===== config.mk =====
export PLATFORM = sky130hd
export DESIGN_NAME = printer_parallel_port
export DESIGN_NICKNAME = d
export VERILOG_FILES = /design/src/design/ppp_pkg.sv /design/src/design/ppp_sync2.sv /design/src/design/ppp_ack_latch.sv /design/src/design/printer_parallel_port.sv
export SDC_FILE = /design/constraint.sdc
export NUM_CORES = 1
export LEC_CHECK = 0
export BUFFER_PORTS_ARGS = -buffer_cell sky130_fd_sc_hd__buf_2
export CAP_MARGIN = 20
export CELL_PAD_IN_SITES_DETAIL_PLACEMENT = 0
export CELL_PAD_IN_SITES_GLOBAL_PLACEMENT = 1
export CORE_ASPECT_RATIO = 0.9
export CORE_MARGIN = 8
export CORE_UTILIZATION = 37
export CTS_CLUSTER_DIAMETER = 120
export DETAILED_ROUTE_END_ITERATION = 8
export PLACE_DENSITY = 0.82
export SLEW_MARGIN = 20
export SYNTH_ARGS = -nofsm -noshare
export SYNTH_HDL_FRONTEND = slang
export SYNTH_SLANG_ARGS = --single-unit

===== constraint.sdc =====
create_clock -name clk_i -period 2 [get_ports clk_i]
set_clock_uncertainty 0.05 [all_clocks]
set_input_delay 0.4 -clock clk_i [delete_from_list [all_inputs] [get_ports clk_i]]
set_output_delay 0.4 -clock clk_i [all_outputs]
set_load 0.1 [all_outputs]

===== src/design/ppp_pkg.sv =====
// Package for the bidirectional parallel host port.
// Assumes a classic Wishbone slave with 32-bit data and byte addresses.
package ppp_pkg;

    // ==================================================
    // Register map (byte addresses, one word each)
    localparam logic [3:0] ADDR_DATA_LATCH = 4'h0;
    localparam logic [3:0] ADDR_PORT_STATUS = 4'h4;
    localparam logic [3:0] ADDR_LINE_READBACK = 4'h8;
    localparam logic [3:0] ADDR_LINE_DRIVE = 4'hc;
    localparam logic [3:0] ADDR_DIR_CODE = 4'h0;
    localparam logic [1:0] ADDR_SEL_BITS = 2'h0;

    // ==================================================
    // Direction codes
    localparam logic [7:0] DIR_CODE_OUT = 8'h55;
    localparam logic [7:0] DIR_CODE_IN = 8'haa;

    // ==================================================
    // Line drive setting fields
    localparam int CTL_STROBE = 0;
    localparam int CTL_LFEED = 1;
    localparam int CTL_RESTART = 2;
    localparam int CTL_SELREQ = 3;
    localparam int CTL_IRQ_EN = 4;
    localparam int CTL_DIR = 5;

    // ==================================================
    // Port status fields
    localparam int STS_IRQ = 2;
    localparam int STS_ERROR = 3;
    localparam int STS_SELECTED = 4;
    localparam int STS_PAPER = 5;
    localparam int STS_ACK = 6;
    localparam int STS_BUSY = 7;

    // ==================================================
    // Reset values and constant bits
    localparam logic [7:0] DATA_RESET = 8'h00;
    localparam logic [5:0] CTL_RESET = 6'h00;
    localparam logic [7:0] STS_UNUSED = 8'h03;
    localparam logic [7:0] RBK_UNUSED = 8'he0;
    localparam logic [31:0] UNMAPPED_READ = 32'h0000_0000;

    // Status inputs from the printer side
    typedef struct packed {
        logic busy;
        logic ack_n;
        logic paper_empty_in;
        logic selected_in;
        logic error_n;
    } printer_status_s;

    // Open-drain handshake line group: one bit per line
    typedef struct packed {
        logic strobe_n;
        logic line_feed_ctrl;
        logic restart;
        logic select_request_out;
    } hs_lines_s;

    typedef enum logic [1:0] {
        BUS_IDLE,
        BUS_ACK
    } bus_state_e;

endpackage


===== src/design/ppp_sync2.sv =====
// Two-flop synchroniser for a bundle of level inputs.
// Assumes inputs are asynchronous to clk_i.
`timescale 1ns/1ps
`default_nettype none
module ppp_sync2 #(
    parameter int WIDTH = 8
) (
    input wire logic clk_i,
    input wire logic rst_i,
    input wire logic ce_i,
    input wire logic [WIDTH-1:0] d_i,
    input wire logic [WIDTH-1:0] rst_val_i,
    output logic [WIDTH-1:0] q_o
);
    logic [WIDTH-1:0] meta_reg;

    always_ff @(posedge clk_i) begin
        if (rst_i) begin
            meta_reg <= '1;
            q_o <= '1;
        end else if (ce_i) begin
            meta_reg <= d_i;
            q_o <= meta_reg;
        end
    end

    // rst_val_i reserved for callers wanting a documented idle; unused here
    logic unused_rst_val;
    assign unused_rst_val = ^rst_val_i;
endmodule
`default_nettype wire


===== src/design/ppp_ack_latch.sv =====
// Interrupt-pending flag for the acknowledge input, tracking or latched.
// Assumes ack_n_i is already synchronised to clk_i.
`timescale 1ns/1ps
`default_nettype none
module ppp_ack_latch (
    input wire logic clk_i,
    input wire logic rst_i,
    input wire logic ce_i,
    input wire logic ack_n_i,
    input wire logic latch_sel_i,
    input wire logic status_read_i,
    output logic pending_n_o
);
    logic latched_n_reg;

    // ==================================================
    // Latched copy: a low ack beats a status read in the same cycle
    always_ff @(posedge clk_i) begin
        if (rst_i) begin
            latched_n_reg <= 1'b1;
        end else if (ce_i) begin
            if (!ack_n_i) begin
                latched_n_reg <= 1'b0;
            end else if (status_read_i) begin
                latched_n_reg <= 1'b1;
            end
        end
    end

    always_comb begin
        if (latch_sel_i) begin
            pending_n_o = latched_n_reg;
        end else begin
            pending_n_o = ack_n_i;
        end
    end
endmodule
`default_nettype wire


===== src/design/printer_parallel_port.sv =====
// Bidirectional printer parallel port with a classic Wishbone register slave.
// Assumes pin inputs are asynchronous; open-drain wires resolved outside.
//
// Operation
// - The data latch holds a byte, bit 0 least significant, driven in output mode.
// - With pin mode low, writing 0x55 selects output and 0xaa selects input.
// - The direction code is ignored while the pin mode input is high.
// - With pin mode high, drive bit 5 selects direction, 0 out and 1 in.
// - Unused status bits 1-0, readback bits 7-5 and drive bits 7-6 read as 1.
// - With latch select low, status bit 2 follows the acknowledge input.
// - With latch select high, status bit 2 latches low until a status read.
// - Status bits 3 to 7 give error, selected, paper, acknowledge and busy.
// - Readback bits 0, 1, 3 are inverted pin levels, bit 2 the true level.
// - Readback bit 4 returns the interrupt enable setting.
// - The strobe is low while drive bit 0 is 1; software ends the pulse.
// - Drive bits 1 to 3 set line feed low, restart high, select request low.
// - Handshake lines are open drain and read back from the actual pins.
// - Drive bit 4 masks or enables the printer interrupt output.
// - All drive bits except direction are readable through the readback.
`timescale 1ns/1ps
`default_nettype none
module printer_parallel_port
    import ppp_pkg::*;
(
    input wire logic clk_i,
    input wire logic rst_i,
    input wire logic ce_i,
    // Wishbone classic slave
    input wire logic cyc_i,
    input wire logic stb_i,
    input wire logic we_i,
    input wire logic [3:0] adr_i,
    input wire logic [3:0] sel_i,
    input wire logic [31:0] dat_i,
    output logic [31:0] dat_o,
    output logic ack_o,
    // Mode straps
    input wire logic direction_pin_mode_i,
    input wire logic ack_latch_select_i,
    // Data pins
    input wire logic [7:0] parallel_data_pins_i,
    output logic [7:0] parallel_data_pins_o,
    output logic [7:0] parallel_data_pins_oe_o,
    // Handshake lines, open drain
    input wire ppp_pkg::hs_lines_s hs_pins_i,
    output ppp_pkg::hs_lines_s hs_pins_o,
    output ppp_pkg::hs_lines_s hs_pins_oe_o,
    // Printer status
    input wire ppp_pkg::printer_status_s printer_status_i,
    output logic printer_irq_out_o
);
    import ppp_pkg::*;

    // ==================================================
    // Registers
    logic [7:0] data_latch_reg;
    logic [5:0] ctl_reg;
    logic dir_code_in_reg;
    logic input_mode;
    bus_state_e bus_state_reg;

    // ==================================================
    // Synchronisers: 8 data, 4 handshake, 5 status, 2 straps
    localparam int SYNC_W = 19;
    logic [SYNC_W-1:0] sync_q;
    logic [7:0] data_pins_s;
    hs_lines_s hs_s;
    printer_status_s sts_s;
    logic pin_mode_s;
    logic latch_sel_s;

    ppp_sync2 #(.WIDTH(SYNC_W)) u_sync (
        .clk_i(clk_i),
        .rst_i(rst_i),
        .ce_i(ce_i),
        .d_i({parallel_data_pins_i, hs_pins_i, printer_status_i,
              direction_pin_mode_i, ack_latch_select_i}),
        .rst_val_i({SYNC_W{1'b1}}),
        .q_o(sync_q)
    );

    assign {data_pins_s, hs_s, sts_s, pin_mode_s, latch_sel_s} = sync_q;

    // ==================================================
    // Bus decode
    logic bus_req;
    logic wr_en;
    logic rd_en;
    logic [7:0] wbyte;

    assign bus_req = cyc_i && stb_i && (bus_state_reg == BUS_IDLE);
    assign wr_en = bus_req && we_i && sel_i[0];
    assign rd_en = bus_req && !we_i;
    assign wbyte = dat_i[7:0];

    function automatic logic hit(input logic [3:0] a, input logic [3:0] r);
        hit = (a[3:2] == r[3:2]) && (a[1:0] == ADDR_SEL_BITS);
    endfunction

    // Direction code shares the data latch offset via the upper byte lane
    logic dir_wr;
    assign dir_wr = bus_req && we_i && sel_i[1] && hit(adr_i, ADDR_DIR_CODE);

    // ==================================================
    // Acknowledge latch
    logic pending_n;
    logic status_read;

    // Clear fires when the read is accepted in BUS_IDLE, the same edge that captures dat_o and raises ack_o
    assign status_read = rd_en && hit(adr_i, ADDR_PORT_STATUS);

    ppp_ack_latch u_ack (
        .clk_i(clk_i),
        .rst_i(rst_i),
        .ce_i(ce_i),
        .ack_n_i(sts_s.ack_n),
        .latch_sel_i(latch_sel_s),
        .status_read_i(status_read),
        .pending_n_o(pending_n)
    );

    // ==================================================
    // Register writes
    always_ff @(posedge clk_i) begin
        if (rst_i) begin
            data_latch_reg <= DATA_RESET;
        end else if (ce_i && wr_en && hit(adr_i, ADDR_DATA_LATCH)) begin
            data_latch_reg <= wbyte;
        end
    end

    always_ff @(posedge clk_i) begin
        if (rst_i) begin
            ctl_reg <= CTL_RESET;
        end else if (ce_i && wr_en && hit(adr_i, ADDR_LINE_DRIVE)) begin
            ctl_reg <= wbyte[5:0];
        end
    end

    // Other codes leave the direction unchanged
    always_ff @(posedge clk_i) begin
        if (rst_i) begin
            dir_code_in_reg <= 1'b0;
        end else if (ce_i && dir_wr) begin
            if (dat_i[15:8] == DIR_CODE_OUT) begin
                dir_code_in_reg <= 1'b0;
            end else if (dat_i[15:8] == DIR_CODE_IN) begin
                dir_code_in_reg <= 1'b1;
            end
        end
    end

    always_comb begin
        if (pin_mode_s) begin
            input_mode = ctl_reg[CTL_DIR];
        end else begin
            input_mode = dir_code_in_reg;
        end
    end

    // ==================================================
    // Read mux
    logic [7:0] status_byte;
    logic [7:0] readback_byte;
    logic [31:0] rd_word;

    always_comb begin
        status_byte = STS_UNUSED;
        status_byte[STS_IRQ] = pending_n;
        status_byte[STS_ERROR] = sts_s.error_n;
        status_byte[STS_SELECTED] = sts_s.selected_in;
        status_byte[STS_PAPER] = sts_s.paper_empty_in;
        status_byte[STS_ACK] = sts_s.ack_n;
        status_byte[STS_BUSY] = sts_s.busy;
        readback_byte = RBK_UNUSED;
        readback_byte[CTL_STROBE] = !hs_s.strobe_n;
        readback_byte[CTL_LFEED] = !hs_s.line_feed_ctrl;
        readback_byte[CTL_RESTART] = hs_s.restart;
        readback_byte[CTL_SELREQ] = !hs_s.select_request_out;
        readback_byte[CTL_IRQ_EN] = ctl_reg[CTL_IRQ_EN];
        rd_word = UNMAPPED_READ;
        if (hit(adr_i, ADDR_DATA_LATCH)) begin
            rd_word[7:0] = input_mode ? data_pins_s : data_latch_reg;
        end else if (hit(adr_i, ADDR_PORT_STATUS)) begin
            rd_word[7:0] = status_byte;
        end else if (hit(adr_i, ADDR_LINE_READBACK)) begin
            rd_word[7:0] = readback_byte;
        end else if (hit(adr_i, ADDR_LINE_DRIVE)) begin
            // Write-only: unused bits 7-6 still read as one
            rd_word[7:0] = {2'b11, 6'h00};
        end
    end

    // ==================================================
    // Bus handshake: one wait state, ack stands one cycle
    always_ff @(posedge clk_i) begin
        if (rst_i) begin
            bus_state_reg <= BUS_IDLE;
            ack_o <= 1'b0;
            dat_o <= UNMAPPED_READ;
        end else if (ce_i) begin
            case (bus_state_reg)
                BUS_IDLE: begin
                    if (cyc_i && stb_i) begin
                        bus_state_reg <= BUS_ACK;
                        ack_o <= 1'b1;
                        dat_o <= rd_word;
                    end
                end
                BUS_ACK: begin
                    bus_state_reg <= BUS_IDLE;
                    ack_o <= 1'b0;
                end
                default: begin
                    bus_state_reg <= BUS_IDLE;
                    ack_o <= 1'b0;
                end
            endcase
        end
    end

    // ==================================================
    // Pin drive, all from flops
    always_ff @(posedge clk_i) begin
        if (rst_i) begin
            parallel_data_pins_o <= DATA_RESET;
            parallel_data_pins_oe_o <= 8'hff;
        end else if (ce_i) begin
            parallel_data_pins_o <= data_latch_reg;
            parallel_data_pins_oe_o <= {8{!input_mode}};
        end
    end

    // Open drain: output value is always 0, enable pulls low
    always_ff @(posedge clk_i) begin
        if (rst_i) begin
            hs_pins_o <= '0;
            hs_pins_oe_o <= '{strobe_n: 1'b0, line_feed_ctrl: 1'b0,
                              restart: 1'b1, select_request_out: 1'b0};
        end else if (ce_i) begin
            hs_pins_o <= '0;
            hs_pins_oe_o.strobe_n <= ctl_reg[CTL_STROBE];
            hs_pins_oe_o.line_feed_ctrl <= ctl_reg[CTL_LFEED];
            hs_pins_oe_o.restart <= !ctl_reg[CTL_RESTART];
            hs_pins_oe_o.select_request_out <= ctl_reg[CTL_SELREQ];
        end
    end

    always_ff @(posedge clk_i) begin
        if (rst_i) begin
            printer_irq_out_o <= 1'b1;
        end else if (ce_i) begin
            printer_irq_out_o <= !(!pending_n && ctl_reg[CTL_IRQ_EN]);
        end
    end
endmodule
`default_nettype wire


# Word-level counts from Yosys, hierarchy flattened
# Index checks and enable logic that the tools add are counted.
[word_totals]
ff_bits = 79
input_bits = 65
elab_cells = 71
[op_classes]
n_eq_ne = 7
muxes = 15
reduce_logical = 33
[op_table]
columns = ["op", "n"]
rows = [
  ["8-bit 2-to-1 mux", 5],
  ["1-bit logical AND", 17],
  ["8-bit by 7-bit == test with 1-bit output (second input constant)", 1],
  ["8-bit == test (second input constant)", 1],
  ["1-bit logical NOT", 8],
  ["1-bit 2-to-1 mux", 8],
  ["2-bit logical NOT", 3],
  ["2-bit AND reduction", 3],
  ["2-bit == test (second input constant)", 2],
  ["2-bit 2-to-1 mux", 2],
  ["2-bit != test (second input constant)", 2],
  ["3-bit AND reduction", 1],
  ["2-bit by 1-bit == test with 1-bit output (second input constant)", 1],
  ["2-bit nonzero test", 1],
]

# Longest topological paths before layout
[depth]
depth_word = 7
depth_mapped = 6
ltp_nobuf = 4

# Hierarchy
# Synthesis repeated with hierarchy kept, for this count alone.
[unflattened]
cells_unflattened = 351
area_unflattened_um2 = 3478.3
[by_module_without_submodules]
columns = ["module", "instances", "cells_per_inst", "area_each_um2"]
rows = [
  ["printer_parallel_port", 1, 220, 2005.7],
  ["ppp_sync2", 1, 126, 1421.4],
  ["ppp_ack_latch", 1, 5, 51.3],
]

# Worst setup path before layout
# Ideal clock, no wire load.
[synth_path]
kind = "register to register"
start = "reg bus_state_reg[0]"
end = "reg dir_code_in_reg"
setup_ns = 0.132
t_arrival_ns = 1.771
setup_slack_ns = 0.046
path_stages_with_launch = 6
path_buffers = 1
period_less_slack_ns = 1.954
path_cell_list = "dfxtp_1 > and4b_1 > buf_4 > and4_1 > a31oi_1 > a311oi_1"
[synth_via]
elab_chain_len = 7
[synth_rtl]
columns = ["item", "line_no", "rtl"]
rows = [
  ["from (decl)", "printer_parallel_port.sv:60", "bus_state_e bus_state_reg;"],
  ["from (signal assigned)", "printer_parallel_port.sv:198", "bus_state_reg <= BUS_IDLE;"],
  ["from (signal assigned)", "printer_parallel_port.sv:205", "bus_state_reg <= BUS_ACK;"],
  ["from (signal assigned)", "printer_parallel_port.sv:211", "bus_state_reg <= BUS_IDLE;"],
  ["2-bit logical NOT", "printer_parallel_port.sv:91", "assign bus_req = cyc_i && stb_i && (bus_state_reg == BUS_IDLE);"],
  ["1-bit logical AND", "printer_parallel_port.sv:91", ""],
  ["1-bit logical AND (3 in a row)", "printer_parallel_port.sv:102", "assign dir_wr = bus_req && we_i && sel_i[1] && hit(adr_i, ADDR_DIR_CODE);"],
  ["1-bit logical AND", "printer_parallel_port.sv:144", "end else if (ce_i && dir_wr) begin"],
  ["2-bit AND reduction (no source line)", "-", ""],
  ["to (signal assigned)", "printer_parallel_port.sv:143", "dir_code_in_reg <= 1'b0;"],
  ["to (signal assigned)", "printer_parallel_port.sv:146", "dir_code_in_reg <= 1'b0;"],
  ["to (signal assigned)", "printer_parallel_port.sv:148", "dir_code_in_reg <= 1'b1;"],
  ["to (decl)", "printer_parallel_port.sv:58", "logic dir_code_in_reg;"],
]
# No other way between the ends.
# A chain may end at the register's enable or synchronous reset.

# Worst setup path in the final report
[layout_path]
start = "reg u_sync.q_o[1]"
end = "reg dat_o[5]"
[layout_via]
elab_chain_len = 3
[layout_rtl]
columns = ["item", "line_no", "rtl"]
rows = [
  ["from (decl)", "ppp_sync2.sv:13", "output logic [WIDTH-1:0] q_o"],
  ["from (signal assigned)", "ppp_sync2.sv:23", "q_o <= meta_reg;"],
  ["1-bit 2-to-1 mux", "printer_parallel_port.sv:154", "if (pin_mode_s) begin"],
  ["8-bit 2-to-1 mux", "printer_parallel_port.sv:183", "rd_word[7:0] = input_mode ? data_pins_s : data_latch_reg;"],
  ["8-bit 2-to-1 mux", "printer_parallel_port.sv:182", "if (hit(adr_i, ADDR_DATA_LATCH)) begin"],
  ["to (signal assigned)", "printer_parallel_port.sv:207", "dat_o <= rd_word;"],
  ["to (decl)", "printer_parallel_port.sv:35", "output logic [31:0] dat_o,"],
]
# No other way between the ends.

==> results.py <==
metrics = {
    "clock_tree": {
        "cts_made_buffers": 9,
        "clock_latency_ns": 0.34,
        "postCtsSetupBuffers": 0,
        "clock-sinks": 77,
        "cts_root_buf": "clkbuf_8",
        "clk_pin_slew_worst_paths_ns": 0.08,
        "cts_tree": "yes",
        "cts_buffer_depth": 2,
        "ctsResizeCount": 0,
        "hold_buffers": 0,
        "h-tree-depth": 3,
    },
    "synth": {
        "async_reset_ff_share_pct": 0,
        "synth_edf_count": 0,
        "yosysTopAreaCell": "dfxtp_1",
        "yosysUniqueCellTypes": 42,
        "yosys-top-cells-area": "dfxtp_1 (45%), a211o_1 (9.7%), buf_4 (8.3%)",
        "ys_ff_latch": 77,
        "yosys.area_share.xor_xnor_pct": 0,
        "yosysSeqAreaShare_pct": 44.8,
        "synth_area_um2": 3440,
        "synth-compound-area-share_pct": 14.9,
        "synthMostInstantiatedCell": "dfxtp_1",
        "syn_inst": 349,
        "synth-adder-area-share_pct": 0,
        "synth_area_per_cell_um2": 9.86,
        "yosysWarningCount": 0,
        "synth-simple-area-share_pct": 18.1,
        "yosys.area.top_type_share_pct": 44.8,
        "synth_common_cells": "dfxtp_1 (77), a211o_1 (38), buf_4 (38), nor2_1 (38), mux2i_1 (28)",
        "synthMuxAreaShare_pct": 10.8,
        "synth_top_family_by_area": "simple AND/OR/NAND/NOR gates",
        "ys.flop_type": "dfxtp_1",
    },
    "timing": {
        "hold_violations": 0,
        "clock.fmax_ghz": 0.582,
        "timing.hold.ws_ns": 0.205,
        "report.final.slew_viol_count": 0,
        "post-route-period-util_pct": 85.9,
        "max_slew.worst_pin.slew_ns": 0.602,
        "rsz0062_at_grt": "false",
        "fin_setup_tns_ns": 0,
        "setup_viol": 0,
        "layout_min_cycle_time_ns": 1.72,
        "relSlewSlack_pct": 59.9,
    },
    "floorplan": {
        "core_area_um2": 9080,
        "fp.dieW_um": 118,
        "ioPinCount": 123,
        "initial_core_util_pct": 37.9,
        "die_h_um": 107,
        "dieArea_um2": 12600,
        "rows": 33,
    },
    "layout": {
        "area.sequential_um2": 1540,
        "nets": 482,
        "synthToLayoutAreaGrowth_pct": 15.6,
        "multiInputGateArea_um2": 1610,
        "diodes": 0,
        "fillers": 947,
        "final_area_um2": 3980,
        "drive_above_1_share_pct": 26.1,
        "fin_cells": 543,
    },
    "global_routing": {
        "grt_max_degree": 66,
        "antenna_found_initial": 0,
        "grt_pass1_vias": 2555,
        "track_usage_pct": 12.7,
        "grt-ovfl-total": 0,
        "grt_pass1_wl_um": 13000,
    },
    "placement": {
        "postPlaceCellArea_um2": 3810,
        "io_buffers": 76,
        "dp_hpwl_um": 5940,
        "dp.cells": 528,
        "place_congestion": 0.862,
    },
    "power_and_ir_drop": {
        "p_leak_nw": 1.74,
        "pwr-share-seq_pct": 50.9,
        "p_clk_share_pct": 31.5,
        "internal-power_mw": 2.18,
        "ir_drop_mv": 0.387,
        "power.density_nw_per_um2": 803,
        "p_sw_mw": 1.02,
        "power.share.switching_pct": 31.8,
        "power_mw": 3.19,
        "p_comb_share_pct": 17.6,
    },
    "critical_path": {
        "crit_arrival_ns": 1.90,
        "startpoint": "u_sync.q_o[1]",
        "rr_endpoint": "dat_o[5]",
        "crit_fanout": 6,
        "cp-start-kind": "register",
        "crit_end": "dat_o[5]",
        "required_ns": 2.18,
        "r2r_slack_ns": 0.28,
        "setup.worst_path.end_class": "register",
        "crit_type": "reg2reg",
        "r2r-start": "u_sync.q_o[1]",
        "rr_worst_depth": 4,
    },
    "worst_hold_path": {
        "hold_class": "in2reg",
        "holdPathStages": 2,
    },
    "routing": {
        "wirelength_um": 7920,
        "vias": 2566,
        "dr.pass1.iters": 4,
        "drtIter0Drc": 139,
        "route.detailed.drc": 0,
        "ant_nets": 0,
        "post_drt_wl_per_cell_um": 14.6,
        "viasPerCell": 4.73,
    },
    "outcome": {
        "status": "complete, no violations",
    },
    "run": {
        "cap_violations": 0,
    },
}
## kinds of logic (layout without fill, tap and decap cells)
| group | Yosys count | count (layout) |
|---|---|---|
| and+or+nand+nor | 108 | 108 |
| AOI/OAI and AO/OA | 67 | 67 |
| DFF | 77 | 77 |
| buffers and inverters | 61 | 106 |
| other | 1 | 28 |
| muxes | 35 | 35 |
## power by group through the flow
stage | sequential [mW] | combinational (mW) | clock, mW
finish | 1.63 | 0.564 | 1.00
global route | 1.63 | 0.600 | 1.11
CTS | 1.63 | 0.563 | 1.04
detailed placement | 1.66 | 0.561 | 0
global placement | 1.66 | 0.557 | 0
floorplan | 1.70 | 0.455 | 0
## stage by stage
| step | util [%] | setup slack, ns |
|---|---|---|
| finish | 43.8 | 0.282 |
| global route | 43.8 | 0.185 |
| CTS | 43.8 | 0.270 |
| detailed placement | 42.0 | 0.202 |
| global placement | 42.0 | 0.212 |
| floorplan | - | 0.0465 |
## per-layer routing
| metal | track usage [%] | vias up | part of all wire [%] |
|---|---|---|---|
| li1 | - | 1295 | - |
| met1 | 15.3 | 1174 | 46 |
| met2 | 20.1 | 84 | 45 |
| met3 | 5.51 | 13 | 7.7 |
| met4 | 4.02 | 0 | 1.4 |
| met5 | 0 | - | 0 |
## how the worst min path moves through the flow
stage,start,end
6_report,printer_status_i[3],u_sync.meta_reg[5]
3_5_place_dp,u_sync.q_o[3],u_sync.q_o[3]
5_1_grt,printer_status_i[3],u_sync.meta_reg[5]
4_1_cts,printer_status_i[3],u_sync.meta_reg[5]
2_1_floorplan,u_sync.q_o[2],u_sync.q_o[2]
3_3_place_gp,u_sync.q_o[3],u_sync.q_o[3]
## critical path: stages, from the launching register on
cell and delay [ns]:
dfxtp_1 0.40, mux2i_4 0.36, mux2_1 0.41, a211oi_1 0.30
nor3_1 0.08
## cell type report
class / instances / area share [%]
Timing Repair Buffer: 89 / 12.6
Sequential cell: 77 / 38.8
Multi-Input combinational cell: 238 / 40.5
Inverter: 2 / 0.189
Clock buffer: 9 / 3.11
Tap cell: 122 / 3.84
Clock inverter: 6 / 1.01
## cell usage in the layout, fill, tap and decap left out, drive strengths merged, types with 2 or more instances in the layout
cell type / n
mux2i: 29
o21ai: 5
nor2: 38
a211oi: 2
clkinv: 5
o21a: 4
o221ai: 2
inv: 2
nor3: 6
a211o: 38
nor4: 2
dfxtp: 77
nand2b: 5
clkbuf: 9
nand2: 3
o22ai: 3
and4: 2
mux2: 6
nor4b: 2
and4b: 3
and2: 16
conb: 28
a21oi: 10
nor2b: 25
buf: 89
No activity file was read; power rests on OpenSTA's default activity.
